==> src/ufcp_regs.vh <==
// command codes, field positions, reset values and limits of the command port
`ifndef UFCP_REGS_VH
`define UFCP_REGS_VH
// upper nibble of a command code selects its class
`define UFCP_NIB_WRBUF 4'h0
`define UFCP_NIB_RDBUF 4'h1
`define UFCP_NIB_WRSETUP 4'h2
`define UFCP_NIB_RDSETUP 4'h3
`define UFCP_NIB_STALL 4'h4
`define UFCP_NIB_RDSTATE 4'h5
`define UFCP_NIB_VALIDATE 4'h6
`define UFCP_NIB_CLEAR 4'h7
`define UFCP_NIB_UNSTALL 4'h8
`define UFCP_NIB_RDFAULT 4'hA
`define UFCP_NIB_CHECK 4'hD
// endpoint numbers of the control pair
`define UFCP_EP_CTRL_OUT 4'h0
`define UFCP_EP_CTRL_IN 4'h1
// single codes
`define UFCP_CMD_ACK_SETUP 8'hF4
`define UFCP_CMD_RESET 8'hF6
`define UFCP_CMD_ADDR_WR 8'hB6
`define UFCP_CMD_ADDR_RD 8'hB7
`define UFCP_CMD_MODE_WR 8'hB8
`define UFCP_CMD_MODE_RD 8'hB9
`define UFCP_CMD_HW_WR 8'hBA
`define UFCP_CMD_HW_RD 8'hBB
`define UFCP_CMD_IMASK_WR 8'hC2
`define UFCP_CMD_IMASK_RD 8'hC3
`define UFCP_CMD_DMACFG_WR 8'hF0
`define UFCP_CMD_DMACFG_RD 8'hF1
`define UFCP_CMD_DMACNT_WR 8'hF2
`define UFCP_CMD_DMACNT_RD 8'hF3
// endpoint setup field: isochronous type
`define UFCP_ISO_BIT 4
// payload limits in bytes
`define UFCP_MAX_ISO 11'h3FF
`define UFCP_MAX_BULK 11'h040
// reset values
`define UFCP_RST_BYTE 8'h00
`define UFCP_RST_WORD 16'h0000
`define UFCP_RST_DWORD 32'h00000000
`endif

==> src/ufcp_len_track.v <==
// length prefix capture and payload word counter for one buffer transfer
`timescale 1ns/10ps
module ufcp_len_track
(
    input wire clk,
    input wire resetn,
    input wire ce,
    input wire start,
    input wire step,
    input wire [15:0] word,
    input wire [10:0] max_len,
    output wire captured,
    output wire last,
    output wire odd,
    output wire done
);
    reg have_len;
    reg len_odd;
    reg [9:0] words_left;
    wire [10:0] len_cut;
    wire [10:0] len_sum;

    // longer prefixes are clipped to the endpoint payload limit
    assign len_cut = (word > {5'h00, max_len}) ? max_len : word[10:0];
    assign len_sum = len_cut + 11'h001;

    // prefix first, then (N+1) div 2 payload words
    always @(posedge clk)
    begin
        if (!resetn)
        begin
            have_len <= 1'b0;
            len_odd <= 1'b0;
            words_left <= 10'h000;
        end
        else if (ce)
        begin
            if (start)
            begin
                have_len <= 1'b0;
                words_left <= 10'h000;
            end
            else if (step && !have_len)
            begin
                have_len <= 1'b1;
                len_odd <= len_cut[0];
                words_left <= len_sum[10:1];
            end
            else if (step && words_left != 10'h000)
            begin
                words_left <= words_left - 10'h001;
            end
        end
    end

    assign captured = have_len;
    assign last = have_len && (words_left == 10'h001);
    assign odd = len_odd;
    assign done = have_len && (words_left == 10'h000);
endmodule // ufcp_len_track

==> src/ufcp_command_port.v <==
// command interpreter between the microprocessor bus and the usb function controller
// Function
// - select bit high on write takes command byte
// - commands without data act at once
// - select bit low moves data word
// - wide registers go low word first
// - upper byte ignored in command phase
// - odd length: last upper byte not sent
// - buffers start with two-byte length prefix
// - codes 20h-2Fh write endpoint setup word
// - codes 30h-3Fh read endpoint setup word
// - validate only control in and endpoints 2-15
// - code F4h acknowledges setup, no data
// - write buffers 01h-0Fh, payload limits 1023/64
// - check commands leave status flags unchanged
// - N bytes take (N+1) div 2 words
`timescale 1ns/10ps
`include "ufcp_regs.vh"
module ufcp_command_port
(
    input wire CORE_CLK,
    input wire RESETN,
    input wire CE,
    input wire CMD_SEL,
    input wire WR_STB,
    input wire RD_STB,
    input wire [15:0] DATA_IN,
    output reg [15:0] DATA_OUT,
    output wire DATA_OE_N,
    output reg RD_VALID,
    output wire [127:0] EP_SETUP,
    input wire [127:0] EP_STATE,
    input wire [127:0] EP_FAULT,
    output reg [3:0] EP_INDEX,
    output reg STALL_SET,
    output reg STALL_CLR,
    output reg BUF_VALIDATE,
    output reg BUF_CLEAR,
    output reg SETUP_ACK,
    output reg DEV_RESET,
    output reg STATE_CLR,
    output reg [15:0] TX_LEN,
    output reg [15:0] TX_DATA,
    output reg TX_VALID,
    output reg TX_HIGH_EN,
    output reg TX_LAST,
    output wire RX_REQ,
    input wire [15:0] RX_DATA,
    output reg [7:0] FUNC_ADDR,
    output reg [7:0] OP_MODE,
    output reg [15:0] HW_SETUP,
    output reg [31:0] INT_MASK,
    output reg [15:0] DMA_SETUP,
    output reg [15:0] DMA_COUNT
);
    localparam ST_IDLE = 2'b01;
    localparam ST_DATA = 2'b10;

    reg [1:0] state;
    reg [7:0] cur_cmd;
    reg [1:0] word_idx;
    reg [7:0] ep_setup [0:15];
    reg [15:0] rd_word;
    integer i;

    wire [3:0] nib;
    wire [3:0] ep;
    wire cmd_wr;
    wire data_wr;
    wire data_rd;
    wire wr_buf;
    wire rd_buf;
    wire trk_cap;
    wire trk_last;
    wire trk_odd;
    wire trk_done;
    wire [10:0] max_len;
    wire trk_step;

    // legal codes; the illegal buffer, validate and clear codes fall out
    function legal;
        input [7:0] c;
        begin
            case (c[7:4])
                `UFCP_NIB_WRBUF: legal = (c[3:0] != `UFCP_EP_CTRL_OUT);
                `UFCP_NIB_RDBUF: legal = (c[3:0] != `UFCP_EP_CTRL_IN);
                `UFCP_NIB_VALIDATE: legal = (c[3:0] != `UFCP_EP_CTRL_OUT);
                `UFCP_NIB_CLEAR: legal = (c[3:0] != `UFCP_EP_CTRL_IN);
                `UFCP_NIB_WRSETUP, `UFCP_NIB_RDSETUP, `UFCP_NIB_STALL,
                `UFCP_NIB_RDSTATE, `UFCP_NIB_UNSTALL, `UFCP_NIB_RDFAULT,
                `UFCP_NIB_CHECK: legal = 1'b1;
                default: legal = (c == `UFCP_CMD_ACK_SETUP) || (c == `UFCP_CMD_RESET)
                    || needs_reg(c);
            endcase
        end
    endfunction

    // codes that address a plain control register
    function needs_reg;
        input [7:0] c;
        begin
            case (c)
                `UFCP_CMD_ADDR_WR, `UFCP_CMD_ADDR_RD, `UFCP_CMD_MODE_WR,
                `UFCP_CMD_MODE_RD, `UFCP_CMD_HW_WR, `UFCP_CMD_HW_RD,
                `UFCP_CMD_IMASK_WR, `UFCP_CMD_IMASK_RD, `UFCP_CMD_DMACFG_WR,
                `UFCP_CMD_DMACFG_RD, `UFCP_CMD_DMACNT_WR,
                `UFCP_CMD_DMACNT_RD: needs_reg = 1'b1;
                default: needs_reg = 1'b0;
            endcase
        end
    endfunction

    // legal codes that have a data phase
    function has_data;
        input [7:0] c;
        begin
            case (c[7:4])
                `UFCP_NIB_WRBUF, `UFCP_NIB_RDBUF, `UFCP_NIB_WRSETUP,
                `UFCP_NIB_RDSETUP, `UFCP_NIB_RDSTATE, `UFCP_NIB_RDFAULT,
                `UFCP_NIB_CHECK: has_data = 1'b1;
                default: has_data = needs_reg(c);
            endcase
        end
    endfunction

    // command byte from low lane only, upper lane ignored
    assign cmd_wr = WR_STB && CMD_SEL;
    assign data_wr = WR_STB && !CMD_SEL && (state == ST_DATA);
    assign data_rd = RD_STB && !CMD_SEL && (state == ST_DATA);
    assign nib = cur_cmd[7:4];
    assign ep = cur_cmd[3:0];
    assign wr_buf = (nib == `UFCP_NIB_WRBUF);
    assign rd_buf = (nib == `UFCP_NIB_RDBUF);

    // payload limit by endpoint type
    assign max_len = ep_setup[ep][`UFCP_ISO_BIT] ? `UFCP_MAX_ISO : `UFCP_MAX_BULK;

    // receive words are fetched only while payload remains
    assign RX_REQ = CE && data_rd && rd_buf && !trk_done;
    assign trk_step = (data_wr && wr_buf && !trk_done) || RX_REQ;
    assign DATA_OE_N = !RD_VALID;

    ufcp_len_track u_track
    (
        .clk(CORE_CLK),
        .resetn(RESETN),
        .ce(CE),
        .start(cmd_wr),
        .step(trk_step),
        .word(rd_buf ? RX_DATA : DATA_IN),
        .max_len(max_len),
        .captured(trk_cap),
        .last(trk_last),
        .odd(trk_odd),
        .done(trk_done)
    );

    // endpoint setup registers exposed as one flat vector
    genvar g;
    generate
        for (g = 0; g < 16; g = g + 1)
        begin : g_setup
            assign EP_SETUP[g*8 +: 8] = ep_setup[g];
        end
    endgenerate

    // read word selected by the last command and the word index
    always @*
    begin
        rd_word = `UFCP_RST_WORD;
        if (word_idx == 2'b00)
        begin
            case (nib)
                `UFCP_NIB_RDSETUP: rd_word = {8'h00, ep_setup[ep]};
                `UFCP_NIB_RDSTATE, `UFCP_NIB_CHECK: rd_word = {8'h00, EP_STATE[ep*8 +: 8]};
                `UFCP_NIB_RDFAULT: rd_word = {8'h00, EP_FAULT[ep*8 +: 8]};
                default:
                begin
                    case (cur_cmd)
                        `UFCP_CMD_ADDR_RD: rd_word = {8'h00, FUNC_ADDR};
                        `UFCP_CMD_MODE_RD: rd_word = {8'h00, OP_MODE};
                        `UFCP_CMD_HW_RD: rd_word = HW_SETUP;
                        `UFCP_CMD_IMASK_RD: rd_word = INT_MASK[15:0];
                        `UFCP_CMD_DMACFG_RD: rd_word = DMA_SETUP;
                        `UFCP_CMD_DMACNT_RD: rd_word = DMA_COUNT;
                        default: rd_word = `UFCP_RST_WORD;
                    endcase
                end
            endcase
        end
        else if (word_idx == 2'b01 && cur_cmd == `UFCP_CMD_IMASK_RD)
        begin
            rd_word = INT_MASK[31:16];
        end
    end

    // command phase, data phase sequencing and pulses
    always @(posedge CORE_CLK)
    begin
        if (!RESETN)
        begin
            state <= ST_IDLE;
            cur_cmd <= `UFCP_RST_BYTE;
            word_idx <= 2'b00;
            EP_INDEX <= 4'h0;
            {STALL_SET, STALL_CLR, BUF_VALIDATE, BUF_CLEAR} <= 4'h0;
            {SETUP_ACK, DEV_RESET, STATE_CLR, TX_VALID} <= 4'h0;
            TX_HIGH_EN <= 1'b0;
            TX_LAST <= 1'b0;
            TX_LEN <= `UFCP_RST_WORD;
            TX_DATA <= `UFCP_RST_WORD;
            DATA_OUT <= `UFCP_RST_WORD;
            RD_VALID <= 1'b0;
        end
        else if (CE)
        begin
            {STALL_SET, STALL_CLR, BUF_VALIDATE, BUF_CLEAR} <= 4'h0;
            {SETUP_ACK, DEV_RESET, STATE_CLR, TX_VALID} <= 4'h0;
            RD_VALID <= 1'b0;
            if (cmd_wr)
            begin
                cur_cmd <= DATA_IN[7:0];
                EP_INDEX <= DATA_IN[3:0];
                word_idx <= 2'b00;
                case (state)
                    ST_IDLE, ST_DATA:
                        state <= (legal(DATA_IN[7:0]) && has_data(DATA_IN[7:0]))
                            ? ST_DATA : ST_IDLE;
                    default: state <= ST_IDLE;
                endcase
                // no-data commands act on the accepting edge
                if (legal(DATA_IN[7:0]) && !has_data(DATA_IN[7:0]))
                begin
                    case (DATA_IN[7:4])
                        `UFCP_NIB_STALL: STALL_SET <= 1'b1;
                        `UFCP_NIB_UNSTALL: STALL_CLR <= 1'b1;
                        `UFCP_NIB_VALIDATE: BUF_VALIDATE <= 1'b1;
                        `UFCP_NIB_CLEAR: BUF_CLEAR <= 1'b1;
                        default:
                        begin
                            SETUP_ACK <= (DATA_IN[7:0] == `UFCP_CMD_ACK_SETUP);
                            DEV_RESET <= (DATA_IN[7:0] == `UFCP_CMD_RESET);
                        end
                    endcase
                end
            end
            else if (data_wr || data_rd)
            begin
                if (word_idx != 2'b11)
                begin
                    word_idx <= word_idx + 2'b01;
                end
            end
            // transmit payload after the prefix, odd tail marked
            if (data_wr && wr_buf && !trk_done)
            begin
                if (!trk_cap)
                begin
                    TX_LEN <= DATA_IN;
                end
                else
                begin
                    TX_DATA <= DATA_IN;
                    TX_VALID <= 1'b1;
                    TX_LAST <= trk_last;
                    TX_HIGH_EN <= !(trk_last && trk_odd);
                end
            end
            // read data registered; status read clears, check does not
            if (data_rd)
            begin
                DATA_OUT <= rd_buf ? (trk_done ? `UFCP_RST_WORD : RX_DATA) : rd_word;
                RD_VALID <= 1'b1;
                STATE_CLR <= (nib == `UFCP_NIB_RDSTATE) && (word_idx == 2'b00);
            end
        end
    end

    // software-written registers; reset command restores defaults
    always @(posedge CORE_CLK)
    begin
        if (!RESETN || (CE && DEV_RESET))
        begin
            for (i = 0; i < 16; i = i + 1)
                ep_setup[i] <= `UFCP_RST_BYTE;
            FUNC_ADDR <= `UFCP_RST_BYTE;
            OP_MODE <= `UFCP_RST_BYTE;
            HW_SETUP <= `UFCP_RST_WORD;
            INT_MASK <= `UFCP_RST_DWORD;
            DMA_SETUP <= `UFCP_RST_WORD;
            DMA_COUNT <= `UFCP_RST_WORD;
        end
        else if (CE && data_wr && word_idx == 2'b00)
        begin
            if (nib == `UFCP_NIB_WRSETUP)
                ep_setup[ep] <= DATA_IN[7:0];
            case (cur_cmd)
                `UFCP_CMD_ADDR_WR: FUNC_ADDR <= DATA_IN[7:0];
                `UFCP_CMD_MODE_WR: OP_MODE <= DATA_IN[7:0];
                `UFCP_CMD_HW_WR: HW_SETUP <= DATA_IN;
                `UFCP_CMD_IMASK_WR: INT_MASK[15:0] <= DATA_IN;
                `UFCP_CMD_DMACFG_WR: DMA_SETUP <= DATA_IN;
                `UFCP_CMD_DMACNT_WR: DMA_COUNT <= DATA_IN;
                default: FUNC_ADDR <= FUNC_ADDR;
            endcase
        end
        else if (CE && data_wr && word_idx == 2'b01 && cur_cmd == `UFCP_CMD_IMASK_WR)
        begin
            INT_MASK[31:16] <= DATA_IN;
        end
    end
endmodule // ufcp_command_port

==> config.mk <==
export PLATFORM = sky130hd
export DESIGN_NAME = ufcp_command_port
export DESIGN_NICKNAME = d
export VERILOG_FILES = /design/src/ufcp_len_track.v /design/src/ufcp_command_port.v
export VERILOG_INCLUDE_DIRS = /design/src
export SDC_FILE = /design/constraint.sdc
export NUM_CORES = 1
export LEC_CHECK = 0
export ABC_AREA = 1
export BUFFER_PORTS_ARGS = -buffer_cell sky130_fd_sc_hd__buf_2
export CORE_AREA = 8 8 219 221
export DETAILED_ROUTE_END_ITERATION = 12
export DIE_AREA = 0 0 227 229
export PLACE_DENSITY = 0.71
export SYNTH_ARGS = -nofsm -noshare
export SYNTH_HDL_FRONTEND = slang
export SYNTH_SLANG_ARGS = --single-unit
==> constraint.sdc <==
create_clock -name CORE_CLK -period 4.1 [get_ports CORE_CLK]
set_clock_uncertainty 0.2 [all_clocks]
set_input_delay 0.82 -clock CORE_CLK [delete_from_list [all_inputs] [get_ports CORE_CLK]]
set_output_delay 0.82 -clock CORE_CLK [all_outputs]
set_load 0.005 [all_outputs]
* After elaboration in Yosys (flattened, before gate mapping)
Memories as Yosys holds them, arrays and structs flattened. A register that Yosys moved wholly into a read port is not among the register bits.
Index checks and enable logic that the tools add are counted.
** Cells by class
- Add/sub/neg operators :: 3
- $lt $le $gt $ge :: 1
- Equal/unequal tests :: 48
- Shifts and indexed selects :: 2
- Multiplexer cells :: 78
- Bitwise gates (word level) :: 3
- Reductions and logical operators :: 72
** Operators by type and width (number)
- 128-bit by 8-bit indexed part select with 8-bit output :: 2
- 8-bit == test (second input constant) :: 26
- 16-bit case mux with 6 select lines :: 1
- 16-bit two-way mux :: 5
- 1-bit two-way mux :: 55
- 16-bit case mux with 3 select lines :: 1
- 10-bit two-way mux :: 4
- 1-bit logical AND :: 24
- 2-bit AND reduction :: 11
- 4-bit by 3-bit == test with 1-bit output (second input constant) :: 5
- 4-bit == test (second input constant) :: 5
- 4-bit by 2-bit == test with 1-bit output (second input constant) :: 4
- 16-bit by 10-bit greater-than comparator with 1-bit output :: 1
- 7-bit OR reduction :: 2
- 4-bit two-way mux :: 3
- 3-bit AND reduction :: 4
- 12-bit OR reduction :: 1
- 11-bit by 1-bit adder with 11-bit output (second input constant) :: 1
- 11-bit two-way mux :: 1
- 11-bit OR reduction :: 1
- 10-bit by 1-bit == test with 1-bit output (second input constant) :: 1
- 10-bit zero test :: 1
- 2-bit two-way mux :: 5
- 10-bit nonzero test :: 1
- other kinds (20) :: 42
** Storage, ports and cells
- Register bits :: 183
- RAM bits :: 128
- Input bits :: 294
- Word-level logic and storage cells :: 236
- Memories :: 1
** Memory list
- ep_setup :: depth 16, width 8, rd ports 17, clocked after memory_dff 1, write ports 16, line ufcp_command_port.v:62 : reg [7:0] ep_setup [0:15];

* Logic depth before layout (Yosys ltp)
- Word-level depth :: 17
- Mapped depth :: 30
- Depth with buffers taken out :: 29

* By module
From an unflattened synthesis, not the netlist that was laid out.
** Second synthesis, totals
- Cells, all modules :: 2390
- Area total of the unflattened synthesis :: 17142.7 um2
** Modules (own cells, without submodules)
- ufcp_command_port :: times used 1, cells each 2136, area an instance 15558.7 um2, seq. area each 7267.0 um2
- ufcp_len_track :: times used 1, cells each 254, area an instance 1584.0 um2, seq. area each 240.2 um2

* Worst setup path before layout
OpenSTA, ideal clock, no wires.
- Path kind :: input-to-reg
- From :: input DATA_IN[5]
- To :: register u_track.words_left[9]
- Library setup time :: 0.067 ns
- Arrival time :: 3.296 ns
- Slack :: 0.537 ns
- Stages :: 22
- Path buffers :: 2
- Path through :: clkbuf_1 inv_1 o21ai_0 ha_1 a21o_1 nand4_1 nand2_1 inv_1 nand2_1 nand2_1 nand2_2 nand3_2 buf_6 nand2_1 inv_1 ha_1 nand3_1 nor2_1 nand2_1 o21ai_1 nand2_1 a21oi_2
** Between the ends
- Cells in the longest elaborated chain, start to end :: 6
** Ends and longest elaborated chain
- from (decl) :: line ufcp_command_port.v:27 : input wire [15:0] DATA_IN,
- 16-bit two-way mux :: line ufcp_command_port.v:150 : .word(rd_buf ? RX_DATA : DATA_IN),
- 16-bit by 10-bit greater-than comparator with 1-bit output :: line ufcp_len_track.v:24 : assign len_cut = (word > {5'h00, max_len}) ? max_len : word[10:0];
- 11-bit two-way mux :: line ufcp_len_track.v:24
- via u_track.len_cut[0] :: line ufcp_len_track.v:20 : wire [10:0] len_cut;
- 11-bit by 1-bit adder with 11-bit output :: line ufcp_len_track.v:25 : assign len_sum = len_cut + 11'h001;
- 10-bit two-way mux :: line ufcp_len_track.v:43 : else if (step && !have_len)
- 10-bit two-way mux :: line ufcp_len_track.v:38 : if (start)
- to (signal assigned) :: line ufcp_len_track.v:47 : words_left <= len_sum[10:1];
- to (signal assigned) :: line ufcp_len_track.v:51 : words_left <= words_left - 10'h001;
- to (decl) :: line ufcp_len_track.v:19 : reg [9:0] words_left;
The timed path passes the listed nets, and every way through them passes these cells.
A chain may end at the register's enable or synchronous reset.

==> impl_metrics.tcl <==
set metrics [dict create \
    drive_gt1_share_pct 27.16 \
    rsz0062_at_grt "no" \
    overflow 0 \
    fin_crit_ns 3.768 \
    drt_iter0_drc 2227 \
    criticalPathCategory "reg2reg" \
    sw_frac_of_total_pct 25.86 \
    clkLatencyLatePin_ns 0.54 \
    regArea_um2 7510 \
    p_switching_uw 1892 \
    holdBufCountCts 0 \
    hpwlAfterDp_um 64870 \
    ys_seq_area_share_pct 45.52 \
    synth.largest_area_cell "edfxtp_1" \
    synthFlopType "dfxtp_1" \
    grt_pass1_vias 18300 \
    ioPinCount 583 \
    required_ns 4.35 \
    p_int_uw 5426 \
    vias 18840 \
    worst_setup_path_start_kind "flip-flop" \
    multi_input_area_um2 7602 \
    peakVddDrop_mv 0.2941 \
    cts_root_buf "clkbuf_16" \
    synth_top_area_share_pct 23.30 \
    seq_power_share_pct 45.2 \
    maxSlewViolCount 0 \
    max_slew_margin_pct 34.80 \
    htree_levels 2 \
    syn-cell-area_um2 16490 \
    synth.distinct_cells 51 \
    clk_path_buf_depth 3 \
    rows 78 \
    core_area_um2 44700 \
    ys_top_cells_by_area "edfxtp_1 (23%), dfxtp_1 (22%), nand2_1 (9.9%)" \
    drc 0 \
    utilization_pct 47.75 \
    initial_core_util_pct 36.90 \
    grt_max_degree 129 \
    gp_congestion 0.9886 \
    ys_async_sr_fraction_pct 0 \
    clk_pin_slew_ns 0.06 \
    worst_path_most_repeated_cell "nand2_1" \
    drv_cap 0 \
    max_freq_ghz 0.2654 \
    clkPwrFrac_pct 43.8 \
    synth.most_common_cell "nand2_1" \
    area_growth_pct 29.42 \
    power.share.combinational_pct 11.0 \
    worst_pin_slew_ns 0.9533 \
    p_leak_uw 0.009757 \
    numCtsBuffers 36 \
    p_total_uw 7318 \
    cts_sinks 311 \
    avgSynthCellArea_um2 7.429 \
    grt_antenna_before_repair 5 \
    grt_usage_pct 30.20 \
    io_buffers 582 \
    cp_slowest_stage_delay_ns 0.41 \
    postRouteAntennaNets 0 \
    chipHeight_um 229 \
    crit_arrival_ns 4.02 \
    dr.pass1.iters 5 \
    die_w_um 227 \
    synth-seq-cells 311 \
    period_share_pct 91.91 \
    finalSetupViolCount 0 \
    slowest_stage "dfxtp_2" \
    yosysWarnings 0 \
    worst_setup_path_end_kind "flip-flop" \
    via_per_inst 5.549 \
    synth_commonest_cells "nand2_1 (436), nor2_1 (272), o21ai_0 (254)" \
    cts_tree "built" \
    hold_class "reg2reg" \
    hold_viol_final 0 \
    fin_tns_setup_ns 0 \
    powerDensity_nw_per_um2 342.8 \
    finalNetCount 3074 \
    wl_per_cell_um 24.51 \
    wirelength_um 83210 \
    status "finished clean" \
    cp_max_fo 10 \
    netlist_instances 2220 \
    grt_pass1_wl_um 118600 \
    synth_fp_nets 2530 \
    fill_cells 4445 \
    die_area_um2 51980 \
    synth-edff-count 128 \
]
==> cell type report <==
class                           instances  share of cell area (%)
Multi-Input combinational cell       1547                   35.62
Sequential cell                       311                   35.18
Timing Repair Buffer                  652                   16.28
Clock buffer                           51                   4.965
Inverter                              216                   3.822
Tap cell                              600                   3.517
Clock inverter                         14                  0.5686
Antenna cell                            4                 0.04689
==> flip-flops by register name, indices dropped and copies added, names as in the netlist, 2 cells and up, named ones only <==
register and count:
TX_LEN 16, DATA_OUT 16, OP_MODE 8, cur_cmd 5
DMA_COUNT 16, DMA_SETUP 16, ep_setup 128, EP_INDEX 3
word_idx 2, state 2, TX_DATA 16, HW_SETUP 16
INT_MASK 32, FUNC_ADDR 8, u_track.words_left 10
==> final timing paths <==
path,start,to,slack (ns),depth (start not counted)
min,TX_LEN[3]$_SDFFE_PN0P_,TX_LEN[3]$_SDFFE_PN0P_,0.25,2
max,flip-flop,u_track.words_left[3]$_SDFFE_PN0P_,0.33,27
max reg2reg,flip-flop,u_track.words_left[3]$_SDFFE_PN0P_,0.33,27
min reg2reg,TX_LEN[3]$_SDFFE_PN0P_,TX_LEN[3]$_SDFFE_PN0P_,0.25,2
==> power by group through the flow <==
| stage | combinational [µW] | clock [µW] | sequential (µW) |
|---|---|---|---|
| finish | 804 | 3210 | 3310 |
| global route | 860 | 3370 | 3310 |
| floorplan | 357 | 0 | 3360 |
| CTS | 782 | 3240 | 3310 |
| global placement | 775 | 0 | 3370 |
| detailed placement | 779 | 0 | 3370 |
==> logic make-up (layout without fill, tap and decap cells) <==
family                   count (synthesis)  in the layout  synth area share, %
XOR/XNOR                                 7              7               0.3717
adder cells (fa/ha/maj)                 16             16                1.214
AO/OA/AOI/OAI                          586            586                20.11
flip-flops                             311            311                45.52
AND/OR/NAND/NOR                        937            938                24.06
buffers and inverters                  363            933                8.732
other                                    0              4                    0
==> per-layer routing <==
| metal | vias up | share of wire, % | global-route usage (%) |
|---|---|---|---|
| met3 | 133 | 11 | 8.166 |
| met4 | 4 | 3.0 | 8.562 |
| met5 | - | 0.030 | 0 |
| li1 | 8611 | - | - |
| met1 | 8957 | 40 | 39.56 |
| met2 | 1133 | 45 | 48.37 |
==> metrics by stage <==
step | instances | instance area [µm²] | setup WS [ns] | hold slack [ns]
3_3_place_gp | 3323 | 20120 | 0.3189 | 0.2314
5_1_grt | 3391 | 21340 | 0.005234 | 0.2672
2_1_floorplan | 2220 | 16490 | 0.5370 | 0.2092
3_5_place_dp | 3323 | 20120 | 0.2053 | 0.2373
4_1_cts | 3388 | 21300 | 0.1973 | 0.2504
6_report | 3395 | 21350 | 0.3316 | 0.2503
==> layout by cell type (no fill, tap or decap), types with 16 or more instances in the layout <==
master	n
a21oi_1	186
nand3_1	154
ha_1	16
clkbuf_16	38
nor2_1	267
dfxtp_1	181
o21ai_0	254
o22ai_1	35
o211ai_1	20
o221ai_1	26
edfxtp_1	128
buf_2	582
buf_4	67
nand2_1	434
nand4_1	35
inv_1	206
==> critical path: cells and delay by family, from the launching register on <==
family                   cells  cell delay (ns)
adder cells (fa/ha/maj)      2             0.43
AO/OA/AOI/OAI                6             0.83
flip-flops                   1             0.41
buffers and inverters        5             0.61
AND/OR/NAND/NOR             14             1.20
==> what timing repair did <==
action | 4_1_cts | 5_1_grt
setup buffers | 0 | 2
resized for setup | 0 | 4
setup endpoints to repair | 0 | 8
Power figures use the tool's default switching activity.
